$ cat src/emp_pkg.sv
// Constants, types and field layouts of the external memory port.
// Assumes one APB clock domain; memory clock arrives as a sampled input.
package emp_pkg;

   // Register byte offsets
   localparam logic [7:0] OFS_SPACE0 = 8'h00;
   localparam logic [7:0] OFS_SPACE3 = 8'h0c;
   localparam logic [7:0] OFS_ADDR   = 8'h10;
   localparam logic [7:0] OFS_CMD    = 8'h14;
   localparam logic [7:0] OFS_WDATA0 = 8'h18;
   localparam logic [7:0] OFS_WDATA3 = 8'h24;
   localparam logic [7:0] OFS_RDATA  = 8'h28;
   localparam logic [7:0] OFS_STATUS = 8'h2c;

   // Command register fields
   localparam int CMD_WRITE_BIT = 0;
   localparam int CMD_SPACE_LSB = 1;
   localparam int CMD_BE_LSB    = 4;

   // Status register fields
   localparam int STAT_BUSY   = 0;
   localparam int STAT_RVALID = 1;
   localparam int STAT_READY  = 2;
   localparam int STAT_PEND   = 3;

   // Burst and latency figures, in output-clock cycles
   localparam logic [2:0] BURST_LEN     = 3'h4;
   localparam logic [3:0] SBSRAM_LAT    = 4'h2;
   localparam logic [3:0] SDRAM_CAS_LAT = 4'h3;

   typedef enum logic [1:0] {
      KIND_ASYNC = 2'b00,
      KIND_BURST = 2'b01,
      KIND_SDRAM = 2'b10
   } emp_kind_t;

   // Per-space control word; counts of 0 act as 1
   typedef struct packed {
      logic [1:0] kind;
      logic [3:0] wh;
      logic [3:0] write_strobe_cycles;
      logic [3:0] ws;
      logic [3:0] rh;
      logic [3:0] rst;
      logic [3:0] rs;
   } emp_space_cfg_t;

   localparam emp_space_cfg_t SPACE_RESET = 26'h0ffffff;

   // Memory-side pin bundle
   typedef struct packed {
      logic [3:0]  sel_n;
      logic [3:0]  be_n;
      logic [19:0] addr;
      logic        strb_rd_n;
      logic        strb_oe_n;
      logic        strb_wr_n;
      logic [31:0] dout;
      logic        dout_oe_n;
   } emp_pins_t;

   localparam emp_pins_t PINS_IDLE = {4'hf, 4'hf, 20'h00000, 3'h7,
                                      32'h00000000, 1'h1};

   typedef enum logic [2:0] {
      ST_IDLE   = 3'b000,
      ST_SETUP  = 3'b001,
      ST_STROBE = 3'b010,
      ST_HOLD   = 3'b011,
      ST_ACT    = 3'b100,
      ST_WBURST = 3'b101,
      ST_RWAIT  = 3'b110,
      ST_PRE    = 3'b111
   } emp_state_t;

   // Counter load for a programmed cycle count
   function automatic logic [3:0] emp_load(input logic [3:0] n);
      emp_load = (n == 4'h0) ? 4'h0 : n - 4'h1;
   endfunction : emp_load

endpackage : emp_pkg

$ cat src/emp_top.sv
// External memory port: APB registers, async / burst SRAM / SDRAM cycles.
// Assumes mem_clock_in and async_wait_ready are sampled on pclk.
// Functional notes
// Async: shared strobes act as output enable, read strobe, write strobe.
// Async read: selects and output enable valid read-setup cycles first.
// Async read: selects held read-hold cycles after read strobe rises.
// Async write: selects valid write-setup cycles before write strobe.
// Async write: selects and data held write-hold cycles after strobe.
// Async write: data driven one cycle after selects.
// Every timing count programmable per space control register.
// Ready synchronised, sampled at clock rise; not-ready extends strobe.
// Far side holds each ready level about two output-clock periods.
// Burst SRAM: shared strobes act as address strobe, OE, write enable.
// Burst SRAM uses memory burst counter, four-word gapless bursts.
// SDRAM: shared strobes act as column strobe, write enable, row strobe.
// SDRAM uses memory burst counter, four-word gapless bursts.
// SDRAM read data captured three cycles after the read command.
// Output clock follows the memory clock input edges.
// Sync outputs launch and read data is captured at clock rise.
// Strobe lasts programmed count plus one per not-ready sample.
//
// Design decisions made here: the register offsets and register access over APB.
`timescale 1ns/1ns
module emp_top (
   // Clock, reset, enable
   input  wire logic        pclk,
   input  wire logic        presetn,
   input  wire logic        clk_en,
   // APB slave
   input  wire logic        psel,
   input  wire logic        penable,
   input  wire logic        pwrite,
   input  wire logic [31:0] paddr,
   input  wire logic [31:0] pwdata,
   output logic      [31:0] prdata,
   output logic             pready,
   output logic             pslverr,
   // Memory clock
   input  wire logic        mem_clock_in,
   output logic             mem_clock_out,
   // Memory pins
   input  wire logic        async_wait_ready,
   input  wire logic [31:0] ext_data_in,
   output logic      [31:0] ext_data_out,
   output logic             ext_data_oe_n,
   output logic      [3:0]  space_select_n,
   output logic      [3:0]  byte_lane_enable_n,
   output logic      [19:0] ext_word_addr,
   output logic             mstrobe_read_n,
   output logic             mstrobe_oe_n,
   output logic             mstrobe_write_n
);

   emp_pkg::emp_space_cfg_t space_cfg [4];
   emp_pkg::emp_state_t     state;
   emp_pkg::emp_state_t     next_state;
   emp_pkg::emp_pins_t      pins;
   emp_pkg::emp_pins_t      next_pins;
   logic [19:0] xfer_addr;
   logic        cmd_write;
   logic [1:0]  cmd_space;
   logic [3:0]  cmd_be;
   logic        go_pend;
   logic [31:0] wdata [4];
   logic [31:0] rbuf [4];
   logic [3:0]  cnt;
   logic [3:0]  next_cnt;
   logic [2:0]  beat;
   logic [2:0]  next_beat;
   logic        cap_en;
   logic        cap_last;
   logic        start;
   logic [2:0]  rd_left;
   logic [1:0]  drain_idx;
   logic        rdy_s1;
   logic        rdy_s2;
   logic [31:0] fifo_mem [2];
   logic        f_wptr;
   logic        f_rptr;
   logic [1:0]  f_count;
   logic [31:0] rd_word;

   // Clock follower and ready synchroniser
   wire tick = clk_en & mem_clock_in & ~mem_clock_out;

   always_ff @(posedge pclk or negedge presetn) begin
      if (!presetn) begin
         mem_clock_out <= 1'b0;
         rdy_s1        <= 1'b0;
         rdy_s2        <= 1'b0;
      end else if (clk_en) begin
         mem_clock_out <= mem_clock_in;
         rdy_s1        <= async_wait_ready;
         rdy_s2        <= rdy_s1;
      end
   end

   // APB decode
   wire [7:0] reg_ofs   = paddr[7:0];
   wire       addr_hit  = (paddr[31:8] == 24'h0) && (paddr[1:0] == 2'b00)
                          && (reg_ofs <= emp_pkg::OFS_STATUS);
   wire       apb_done  = clk_en & psel & penable & pready;
   wire       wr_en     = apb_done & pwrite & addr_hit;
   wire       busy      = go_pend | (state != emp_pkg::ST_IDLE)
                          | (rd_left != 3'h0);
   wire [7:0] wd_rel    = reg_ofs - emp_pkg::OFS_WDATA0;
   wire       wr_space  = wr_en && (reg_ofs <= emp_pkg::OFS_SPACE3);
   wire       wr_addr   = wr_en && (reg_ofs == emp_pkg::OFS_ADDR);
   wire       wr_cmd    = wr_en && (reg_ofs == emp_pkg::OFS_CMD) && !busy;
   wire       wr_wdata  = wr_en && (reg_ofs >= emp_pkg::OFS_WDATA0)
                          && (reg_ofs <= emp_pkg::OFS_WDATA3);
   wire       f_valid   = (f_count != 2'h0);
   wire       f_in_rdy  = (f_count != 2'h2);
   wire       f_pop     = apb_done & ~pwrite & f_valid
                          & (reg_ofs == emp_pkg::OFS_RDATA);
   wire       f_push    = clk_en & (rd_left != 3'h0) & f_in_rdy;

   always_comb begin
      rd_word = 32'h00000000;
      if (reg_ofs <= emp_pkg::OFS_SPACE3)
         rd_word = {6'h00, space_cfg[reg_ofs[3:2]]};
      else if (reg_ofs == emp_pkg::OFS_ADDR)
         rd_word = {12'h000, xfer_addr};
      else if (reg_ofs == emp_pkg::OFS_CMD)
         rd_word = {24'h000000, cmd_be, 1'b0, cmd_space, cmd_write};
      else if (wd_rel <= 8'h0c)
         rd_word = wdata[wd_rel[3:2]];
      else if (reg_ofs == emp_pkg::OFS_RDATA)
         rd_word = f_valid ? fifo_mem[f_rptr] : 32'h00000000;
      else if (reg_ofs == emp_pkg::OFS_STATUS)
         rd_word = {28'h0000000, go_pend, rdy_s2, f_valid, busy};
   end

   // APB answer one cycle into the access phase
   always_ff @(posedge pclk or negedge presetn) begin
      if (!presetn) begin
         pready  <= 1'b0;
         pslverr <= 1'b0;
         prdata  <= 32'h00000000;
      end else if (clk_en) begin
         pready  <= psel & penable & ~pready;
         pslverr <= psel & penable & ~pready & ~addr_hit;
         prdata  <= (psel & penable & ~pready & addr_hit & ~pwrite)
                    ? rd_word : 32'h00000000;
      end
   end

   // Register file
   always_ff @(posedge pclk or negedge presetn) begin
      if (!presetn) begin
         for (int i = 0; i < 4; i++) begin
            space_cfg[i] <= emp_pkg::SPACE_RESET;
            wdata[i]     <= 32'h00000000;
         end
         xfer_addr <= 20'h00000;
         cmd_write <= 1'b0;
         cmd_space <= 2'h0;
         cmd_be    <= 4'h0;
         go_pend   <= 1'b0;
      end else begin
         if (wr_space)
            space_cfg[reg_ofs[3:2]] <= pwdata[25:0];
         if (wr_addr)
            xfer_addr <= pwdata[19:0];
         if (wr_wdata)
            wdata[wd_rel[3:2]] <= pwdata;
         if (wr_cmd) begin
            cmd_write <= pwdata[emp_pkg::CMD_WRITE_BIT];
            cmd_space <= pwdata[emp_pkg::CMD_SPACE_LSB +: 2];
            cmd_be    <= pwdata[emp_pkg::CMD_BE_LSB +: 4];
            go_pend   <= 1'b1;
         end else if (start && tick) begin
            go_pend <= 1'b0;
         end
      end
   end

   // Sequencer decode
   emp_pkg::emp_space_cfg_t cfg;
   assign cfg = space_cfg[cmd_space];
   wire is_sdram = (cfg.kind == emp_pkg::KIND_SDRAM);
   wire is_burst = (cfg.kind == emp_pkg::KIND_BURST);
   wire is_async = !is_sdram && !is_burst;
   wire [3:0] setup_ld  = emp_pkg::emp_load(cmd_write ? cfg.ws : cfg.rs);
   wire [3:0] strobe_ld = emp_pkg::emp_load(cmd_write ? cfg.write_strobe_cycles : cfg.rst);
   wire [3:0] hold_ld   = emp_pkg::emp_load(cmd_write ? cfg.wh : cfg.rh);
   wire [3:0] sel_hot   = 4'h1 << cmd_space;

   always_comb begin
      next_state = state;
      next_cnt   = cnt;
      next_beat  = beat;
      next_pins  = pins;
      cap_en     = 1'b0;
      cap_last   = 1'b0;
      start      = 1'b0;
      unique case (state)
         emp_pkg::ST_IDLE: begin
            if (go_pend && rd_left == 3'h0) begin
               start           = 1'b1;
               next_pins.sel_n = ~sel_hot;
               next_pins.be_n  = ~cmd_be;
               next_pins.addr  = xfer_addr;
               next_beat       = 3'h0;
               if (is_sdram) begin
                  next_pins.addr      = {8'h00, xfer_addr[19:8]};
                  next_pins.strb_oe_n = 1'b0;
                  next_state          = emp_pkg::ST_ACT;
               end else if (is_burst) begin
                  next_pins.strb_rd_n = 1'b0;
                  if (cmd_write) begin
                     next_pins.strb_wr_n = 1'b0;
                     next_pins.dout      = wdata[0];
                     next_pins.dout_oe_n = 1'b0;
                     next_beat           = 3'h1;
                     next_state          = emp_pkg::ST_WBURST;
                  end else begin
                     next_pins.strb_oe_n = 1'b0;
                     next_cnt   = emp_pkg::SBSRAM_LAT - 4'h1;
                     next_state = emp_pkg::ST_RWAIT;
                  end
               end else begin
                  next_pins.strb_oe_n = cmd_write;
                  next_cnt   = setup_ld;
                  next_state = emp_pkg::ST_SETUP;
               end
            end
         end
         emp_pkg::ST_SETUP: begin
            if (cmd_write) begin
               next_pins.dout      = wdata[0];
               next_pins.dout_oe_n = 1'b0;
            end
            if (cnt == 4'h0) begin
               next_pins.strb_wr_n = !cmd_write;
               next_pins.strb_rd_n = cmd_write;
               next_cnt   = strobe_ld;
               next_state = emp_pkg::ST_STROBE;
            end else begin
               next_cnt = cnt - 4'h1;
            end
         end
         emp_pkg::ST_STROBE: begin
            if (rdy_s2) begin
               if (cnt == 4'h0) begin
                  next_pins.strb_wr_n = 1'b1;
                  next_pins.strb_rd_n = 1'b1;
                  cap_en     = !cmd_write;
                  cap_last   = !cmd_write;
                  next_cnt   = hold_ld;
                  next_state = emp_pkg::ST_HOLD;
               end else begin
                  next_cnt = cnt - 4'h1;
               end
            end
         end
         emp_pkg::ST_HOLD: begin
            if (cnt == 4'h0) begin
               next_pins  = emp_pkg::PINS_IDLE;
               next_state = emp_pkg::ST_IDLE;
            end else begin
               next_cnt = cnt - 4'h1;
            end
         end
         emp_pkg::ST_ACT: begin
            next_pins.strb_oe_n = 1'b1;
            next_pins.strb_rd_n = 1'b0;
            next_pins.addr      = {12'h000, xfer_addr[7:0]};
            if (cmd_write) begin
               next_pins.strb_wr_n = 1'b0;
               next_pins.dout      = wdata[0];
               next_pins.dout_oe_n = 1'b0;
               next_beat           = 3'h1;
               next_state          = emp_pkg::ST_WBURST;
            end else begin
               next_cnt   = emp_pkg::SDRAM_CAS_LAT - 4'h1;
               next_state = emp_pkg::ST_RWAIT;
            end
         end
         emp_pkg::ST_WBURST: begin
            next_pins.strb_rd_n = 1'b1;
            if (is_sdram)
               next_pins.strb_wr_n = 1'b1;
            if (beat == emp_pkg::BURST_LEN) begin
               next_pins  = emp_pkg::PINS_IDLE;
               next_state = emp_pkg::ST_IDLE;
               if (is_sdram) begin
                  next_pins.sel_n     = ~sel_hot;
                  next_pins.strb_oe_n = 1'b0;
                  next_pins.strb_wr_n = 1'b0;
                  next_state          = emp_pkg::ST_PRE;
               end
            end else begin
               next_pins.dout = wdata[beat[1:0]];
               next_beat      = beat + 3'h1;
            end
         end
         emp_pkg::ST_RWAIT: begin
            next_pins.strb_rd_n = 1'b1;
            if (cnt != 4'h0) begin
               next_cnt = cnt - 4'h1;
            end else begin
               cap_en    = 1'b1;
               next_beat = beat + 3'h1;
               if (beat == emp_pkg::BURST_LEN - 3'h1) begin
                  cap_last   = 1'b1;
                  next_pins  = emp_pkg::PINS_IDLE;
                  next_state = emp_pkg::ST_IDLE;
                  if (is_sdram) begin
                     next_pins.sel_n     = ~sel_hot;
                     next_pins.strb_oe_n = 1'b0;
                     next_pins.strb_wr_n = 1'b0;
                     next_state          = emp_pkg::ST_PRE;
                  end
               end
            end
         end
         emp_pkg::ST_PRE: begin
            next_pins  = emp_pkg::PINS_IDLE;
            next_state = emp_pkg::ST_IDLE;
         end
      endcase
   end

   // Sequencer state advances only on output-clock rise
   always_ff @(posedge pclk or negedge presetn) begin
      if (!presetn) begin
         state <= emp_pkg::ST_IDLE;
         cnt   <= 4'h0;
         beat  <= 3'h0;
         pins  <= emp_pkg::PINS_IDLE;
      end else if (tick) begin
         state <= next_state;
         cnt   <= next_cnt;
         beat  <= next_beat;
         pins  <= next_pins;
      end
   end

   // Read capture and drain into the two-entry buffer
   always_ff @(posedge pclk or negedge presetn) begin
      if (!presetn) begin
         for (int i = 0; i < 4; i++)
            rbuf[i] <= 32'h00000000;
         rd_left   <= 3'h0;
         drain_idx <= 2'h0;
      end else if (tick && cap_en) begin
         rbuf[beat[1:0]] <= ext_data_in;
         if (cap_last) begin
            rd_left   <= is_async ? 3'h1 : emp_pkg::BURST_LEN;
            drain_idx <= 2'h0;
         end
      end else if (f_push) begin
         rd_left   <= rd_left - 3'h1;
         drain_idx <= drain_idx + 2'h1;
      end
   end

   always_ff @(posedge pclk or negedge presetn) begin
      if (!presetn) begin
         fifo_mem[0] <= 32'h00000000;
         fifo_mem[1] <= 32'h00000000;
         f_wptr      <= 1'b0;
         f_rptr      <= 1'b0;
         f_count     <= 2'h0;
      end else begin
         if (f_push) begin
            fifo_mem[f_wptr] <= rbuf[drain_idx];
            f_wptr           <= ~f_wptr;
         end
         if (f_pop)
            f_rptr <= ~f_rptr;
         f_count <= f_count + {1'b0, f_push} - {1'b0, f_pop};
      end
   end

   // Pin outputs
   assign space_select_n     = pins.sel_n;
   assign byte_lane_enable_n = pins.be_n;
   assign ext_word_addr      = pins.addr;
   assign mstrobe_read_n     = pins.strb_rd_n;
   assign mstrobe_oe_n       = pins.strb_oe_n;
   assign mstrobe_write_n    = pins.strb_wr_n;
   assign ext_data_out       = pins.dout;
   assign ext_data_oe_n      = pins.dout_oe_n;

   // Checking helpers: ticks spent in a state, stalled strobe ticks
   logic [4:0] phase_ticks;
   logic [4:0] stall_ticks;
   always_ff @(posedge pclk or negedge presetn) begin
      if (!presetn) begin
         phase_ticks <= 5'h00;
         stall_ticks <= 5'h00;
      end else if (tick) begin
         phase_ticks <= (next_state != state) ? 5'h00 : phase_ticks + 5'h01;
         stall_ticks <= (next_state != state) ? 5'h00
                      : stall_ticks + {4'h0, state == emp_pkg::ST_STROBE
                                             && !rdy_s2};
      end
   end
   wire leave = tick && (next_state != state);
endmodule : emp_top

$ cat config.mk
export PLATFORM = sky130hd
export DESIGN_NAME = emp_top
export DESIGN_NICKNAME = d
export VERILOG_FILES = /design/src/emp_pkg.sv /design/src/emp_top.sv
export SDC_FILE = /design/constraint.sdc
export NUM_CORES = 1
export LEC_CHECK = 0
export BUFFER_PORTS_ARGS = -buffer_cell sky130_fd_sc_hd__buf_2
export CAP_MARGIN = 10
export CORE_ASPECT_RATIO = 0.8
export CORE_MARGIN = 1.5
export CORE_UTILIZATION = 61
export CTS_CLUSTER_SIZE = 10
export DETAILED_ROUTE_END_ITERATION = 10
export PLACE_DENSITY_LB_ADDON = 0.08
export SYNTH_ARGS = -nofsm -noshare
export SYNTH_HDL_FRONTEND = slang
export SYNTH_SLANG_ARGS = --single-unit
$ cat constraint.sdc
create_clock -name pclk -period 3.72 [get_ports pclk]
set_clock_uncertainty 0.15 [all_clocks]
set_input_delay 0.744 -clock pclk [delete_from_list [all_inputs] [get_ports pclk]]
set_output_delay 0.744 -clock pclk [all_outputs]
set_load 0.01 [all_outputs]
==> results.yml <==
route:
  ant_nets: 0
  wl_per_cell_um: 28.2
  wirelength_um: 80400
  drt-pass1-iter-count: 6
  vias: 19100
  drc: 0
  drt_iter0_drc: 2069
  vias_per_cell: 6.68
logic_synthesis:
  ys_types: 73
  synth_fp_nets: 2133
  netlist_area_um2: 28000
  synth_top_area_frac: 0.415
  synth_ff_type: "dfrtp_1"
  ys_seq_area_frac: 0.516
  synth_edf_count: 0
  ys_ff_latch: 572
  synth_commonest_cells: "mux2_2 (476), dfrtp_1 (464), mux4_2 (147), nand2_1 (115), dfstp_2 (108)"
  synth_warnings: 0
  synth_area_leaders: "dfrtp_1 (41%), mux2_2 (19%), mux4_2 (12%), dfstp_2 (10%), nand2_1 (1.5%)"
  avgSynthCellArea_um2: 13.9
  syn-instance-count: 2012
  async_reset_ff_frac: 1.00
  synth_largest_area_cell: "dfrtp_1"
  yosysMostFrequentCell: "mux2_2"
sta:
  slew_violations: 0
  post-route-period-util: 0.854
  tns_ns: 0
  tightestPinTransition_ns: 1.06
  max_freq_mhz: 315
  setup_viol: 0
  rsz0062_at_grt: "false"
  period_minus_slack_ns: 3.18
  hold_viol_final: 0
  slew_headroom: 0.290
floorplanning:
  initial_utilization: 0.625
  rows: 69
  dieArea_um2: 47200
  io_pins: 203
  die_y_um: 195
  core-area_um2: 44800
  fp.dieW_um: 242
clocking:
  htreeDepth: 3
  cts_tree: "built"
  post_cts_resized: 0
  cts_buffers: 67
  path_clk_slew_ns: 0.05
  cts-root-buf: "clkbuf_16"
  cts_hold_buf: 1
  cts_buffer_depth: 3
  clock_sinks: 572
  clk-insertion-delay-late_ns: 0.61
  post_cts_buffers: 0
place:
  placed_cells: 2740
  place_hpwl_um: 56300
  globalplace.congestion: 0.948
  port_buffers: 202
setup_path:
  worstRegToRegCells: 8
  path_buf_inv: 1
  r2r-start: "cmd_space[0]"
  crit_fanout: 66
  critical_path.cell_chain: "mux4_2 -> ha_1 -> nor2b_1 -> nor2_1 -> nor2_1 -> nand2_2 -> buf_4 -> o31ai_1"
  cp-end-kind: "register"
  cp_common_cell: "nor2_1"
  crit_family: "flip-flops"
  worstSetupPathType: "reg2reg"
  worstPathRequired_ns: 4.08
  max_stage_delay_ns: 0.65
  reg2reg_to: "ext_data_oe_n"
  r2r_setup_slack_ns: 0.54
  start_kind: "register"
  worstPathArrival_ns: 3.54
  crit_slowest_cell: "dfrtp_2"
pwr:
  leakagePower_nw: 14.6
  power_frac_comb: 0.033
  switchingPower_mw: 2.85
  p_sw_frac: 0.226
  power.density_nw_per_um2: 397
  power.internal_mw: 9.76
  power.share.sequential: 0.495
  power.share.clock: 0.472
  ir_drop_mv: 0.407
grt:
  grt_max_degree: 96
  grt-ovfl-total: 0
  grtUsageTotal: 0.350
  grt_pass1_vias: 19300
  antenna_found_initial: 6
  grt_pass1_wl_um: 124000
status:
  status: "complete, no violations"
worst_hold_path:
  min_path_type: "in2reg"
  whs_path_depth: 2
  min_to: "rdy_s1"
  min_from: "async_wait_ready"
layout:
  final_nets: 2329
  stdcell_count: 2854
  area_growth_pct: 13.5
  finish.utilization: 0.709
  drive_gt1_frac: 0.498
run:
  drv_cap: 0
==> power groups by stage <==
stage	combinational, mW	sequential [mW]	clock [mW]
final	0.419	6.24	5.95
after global routing	0.461	6.24	6.30
after CTS	0.424	6.24	6.01
after detailed placement	0.422	6.35	0
after global placement	0.411	6.35	0
after floorplan	0.107	6.35	0
==> how the worst max path moves through the flow <==
stage | startpoint | endpoint | slack [ns] | cells past startpoint
3_5_place_dp | paddr[1] | wdata[85] | 0.30 | 8
2_1_floorplan | cmd_space[0] | ext_data_out[1] | 0.59 | 14
3_3_place_gp | paddr[1] | wdata[79] | 0.24 | 8
5_1_grt | cmd_space[0] | ext_data_oe_n | 0.31 | 9
4_1_cts | cmd_space[0] | ext_data_oe_n | 0.59 | 8
6_report | cmd_space[0] | ext_data_oe_n | 0.54 | 8
==> cells by family (layout without fill, tap and decap cells) <==
logic type	after synthesis	after routing	synth area share
muxes	669	669	0.330
DFF	572	572	0.516
AOI/OAI and AO/OA	291	291	0.0700
and+or+nand+nor	250	250	0.0435
buffers and inverters	203	440	0.0296
adders and majority gates	17	17	0.00760
xor gates and xnor gates	10	10	0.00313
other	0	2	0
==> state kept, by name, indices dropped and copies added (netlist names), 2 cells and up <==
signal              flops
rbuf                  128
wdata                 128
space_cfg             104
fifo_mem               64
ext_data_out           32
prdata                 32
ext_word_addr          20
xfer_addr              20
byte_lane_enable_n      4
cmd_be                  4
cnt                     4
space_select_n          4
beat                    3
rd_left                 3
state                   3
cmd_space               2
drain_idx               2
f_count                 2
==> metal layers <==
metal / GRT usage / vias up / share of wire
met5: 0 / - / 0.00016
met4: 0.0944 / 2 / 0.024
met3: 0.0933 / 134 / 0.093
met2: 0.513 / 927 / 0.45
met1: 0.520 / 10000 / 0.43
li1: - / 7964 / -
==> metrics by stage <==
| step | power (mW) | worst slack (ns) | instance area [um2] | hold WS [ns] |
|---|---|---|---|---|
| 6_report | 12.6 | 0.541 | 31800 | 0.249 |
| 3_5_place_dp | 6.77 | 0.303 | 29800 | 0.314 |
| 2_1_floorplan | 6.46 | 0.594 | 28000 | 0.298 |
| 5_1_grt | 13.0 | 0.310 | 31800 | 0.239 |
| 4_1_cts | 12.7 | 0.593 | 31700 | 0.228 |
| 3_3_place_gp | 6.76 | 0.243 | 29800 | 0.309 |
==> cell type report <==
type	instances	area (um2)
clock buffer	104	1850
clock inverter	6	67.6
inverter	58	218
timing repair buffer	272	1690
fill	3077	13000
tap	603	754
antenna	2	5.00
sequential	572	14500
multi-input combinational	1237	12700
==> cells in the final DEF, fill, tap and decap left out, types with 4 or more instances in the layout <==
cell type / n
nand2b_1: 5
a222oi_1: 13
mux4_2: 147
and3_1: 6
dfstp_2: 108
xnor2_1: 7
buf_12: 11
buf_4: 58
nand3b_1: 4
o31ai_1: 10
nand3_1: 17
nor2b_1: 9
dfrtp_2: 4
a22oi_1: 43
nor2_1: 37
a21oi_1: 28
nor3_1: 12
inv_1: 57
mux2_2: 476
clkbuf_16: 68
a211oi_1: 5
ha_1: 17
o22ai_1: 36
dfrtp_1: 460
o221ai_1: 4
o211ai_1: 8
clkbuf_1: 35
o21ai_0: 85
a31oi_1: 8
nor4_1: 13
buf_2: 200
mux2i_1: 26
mux2_4: 20
a22o_1: 12
a221oi_1: 12
nand2_1: 114
(Power assumes the default switching activity.)
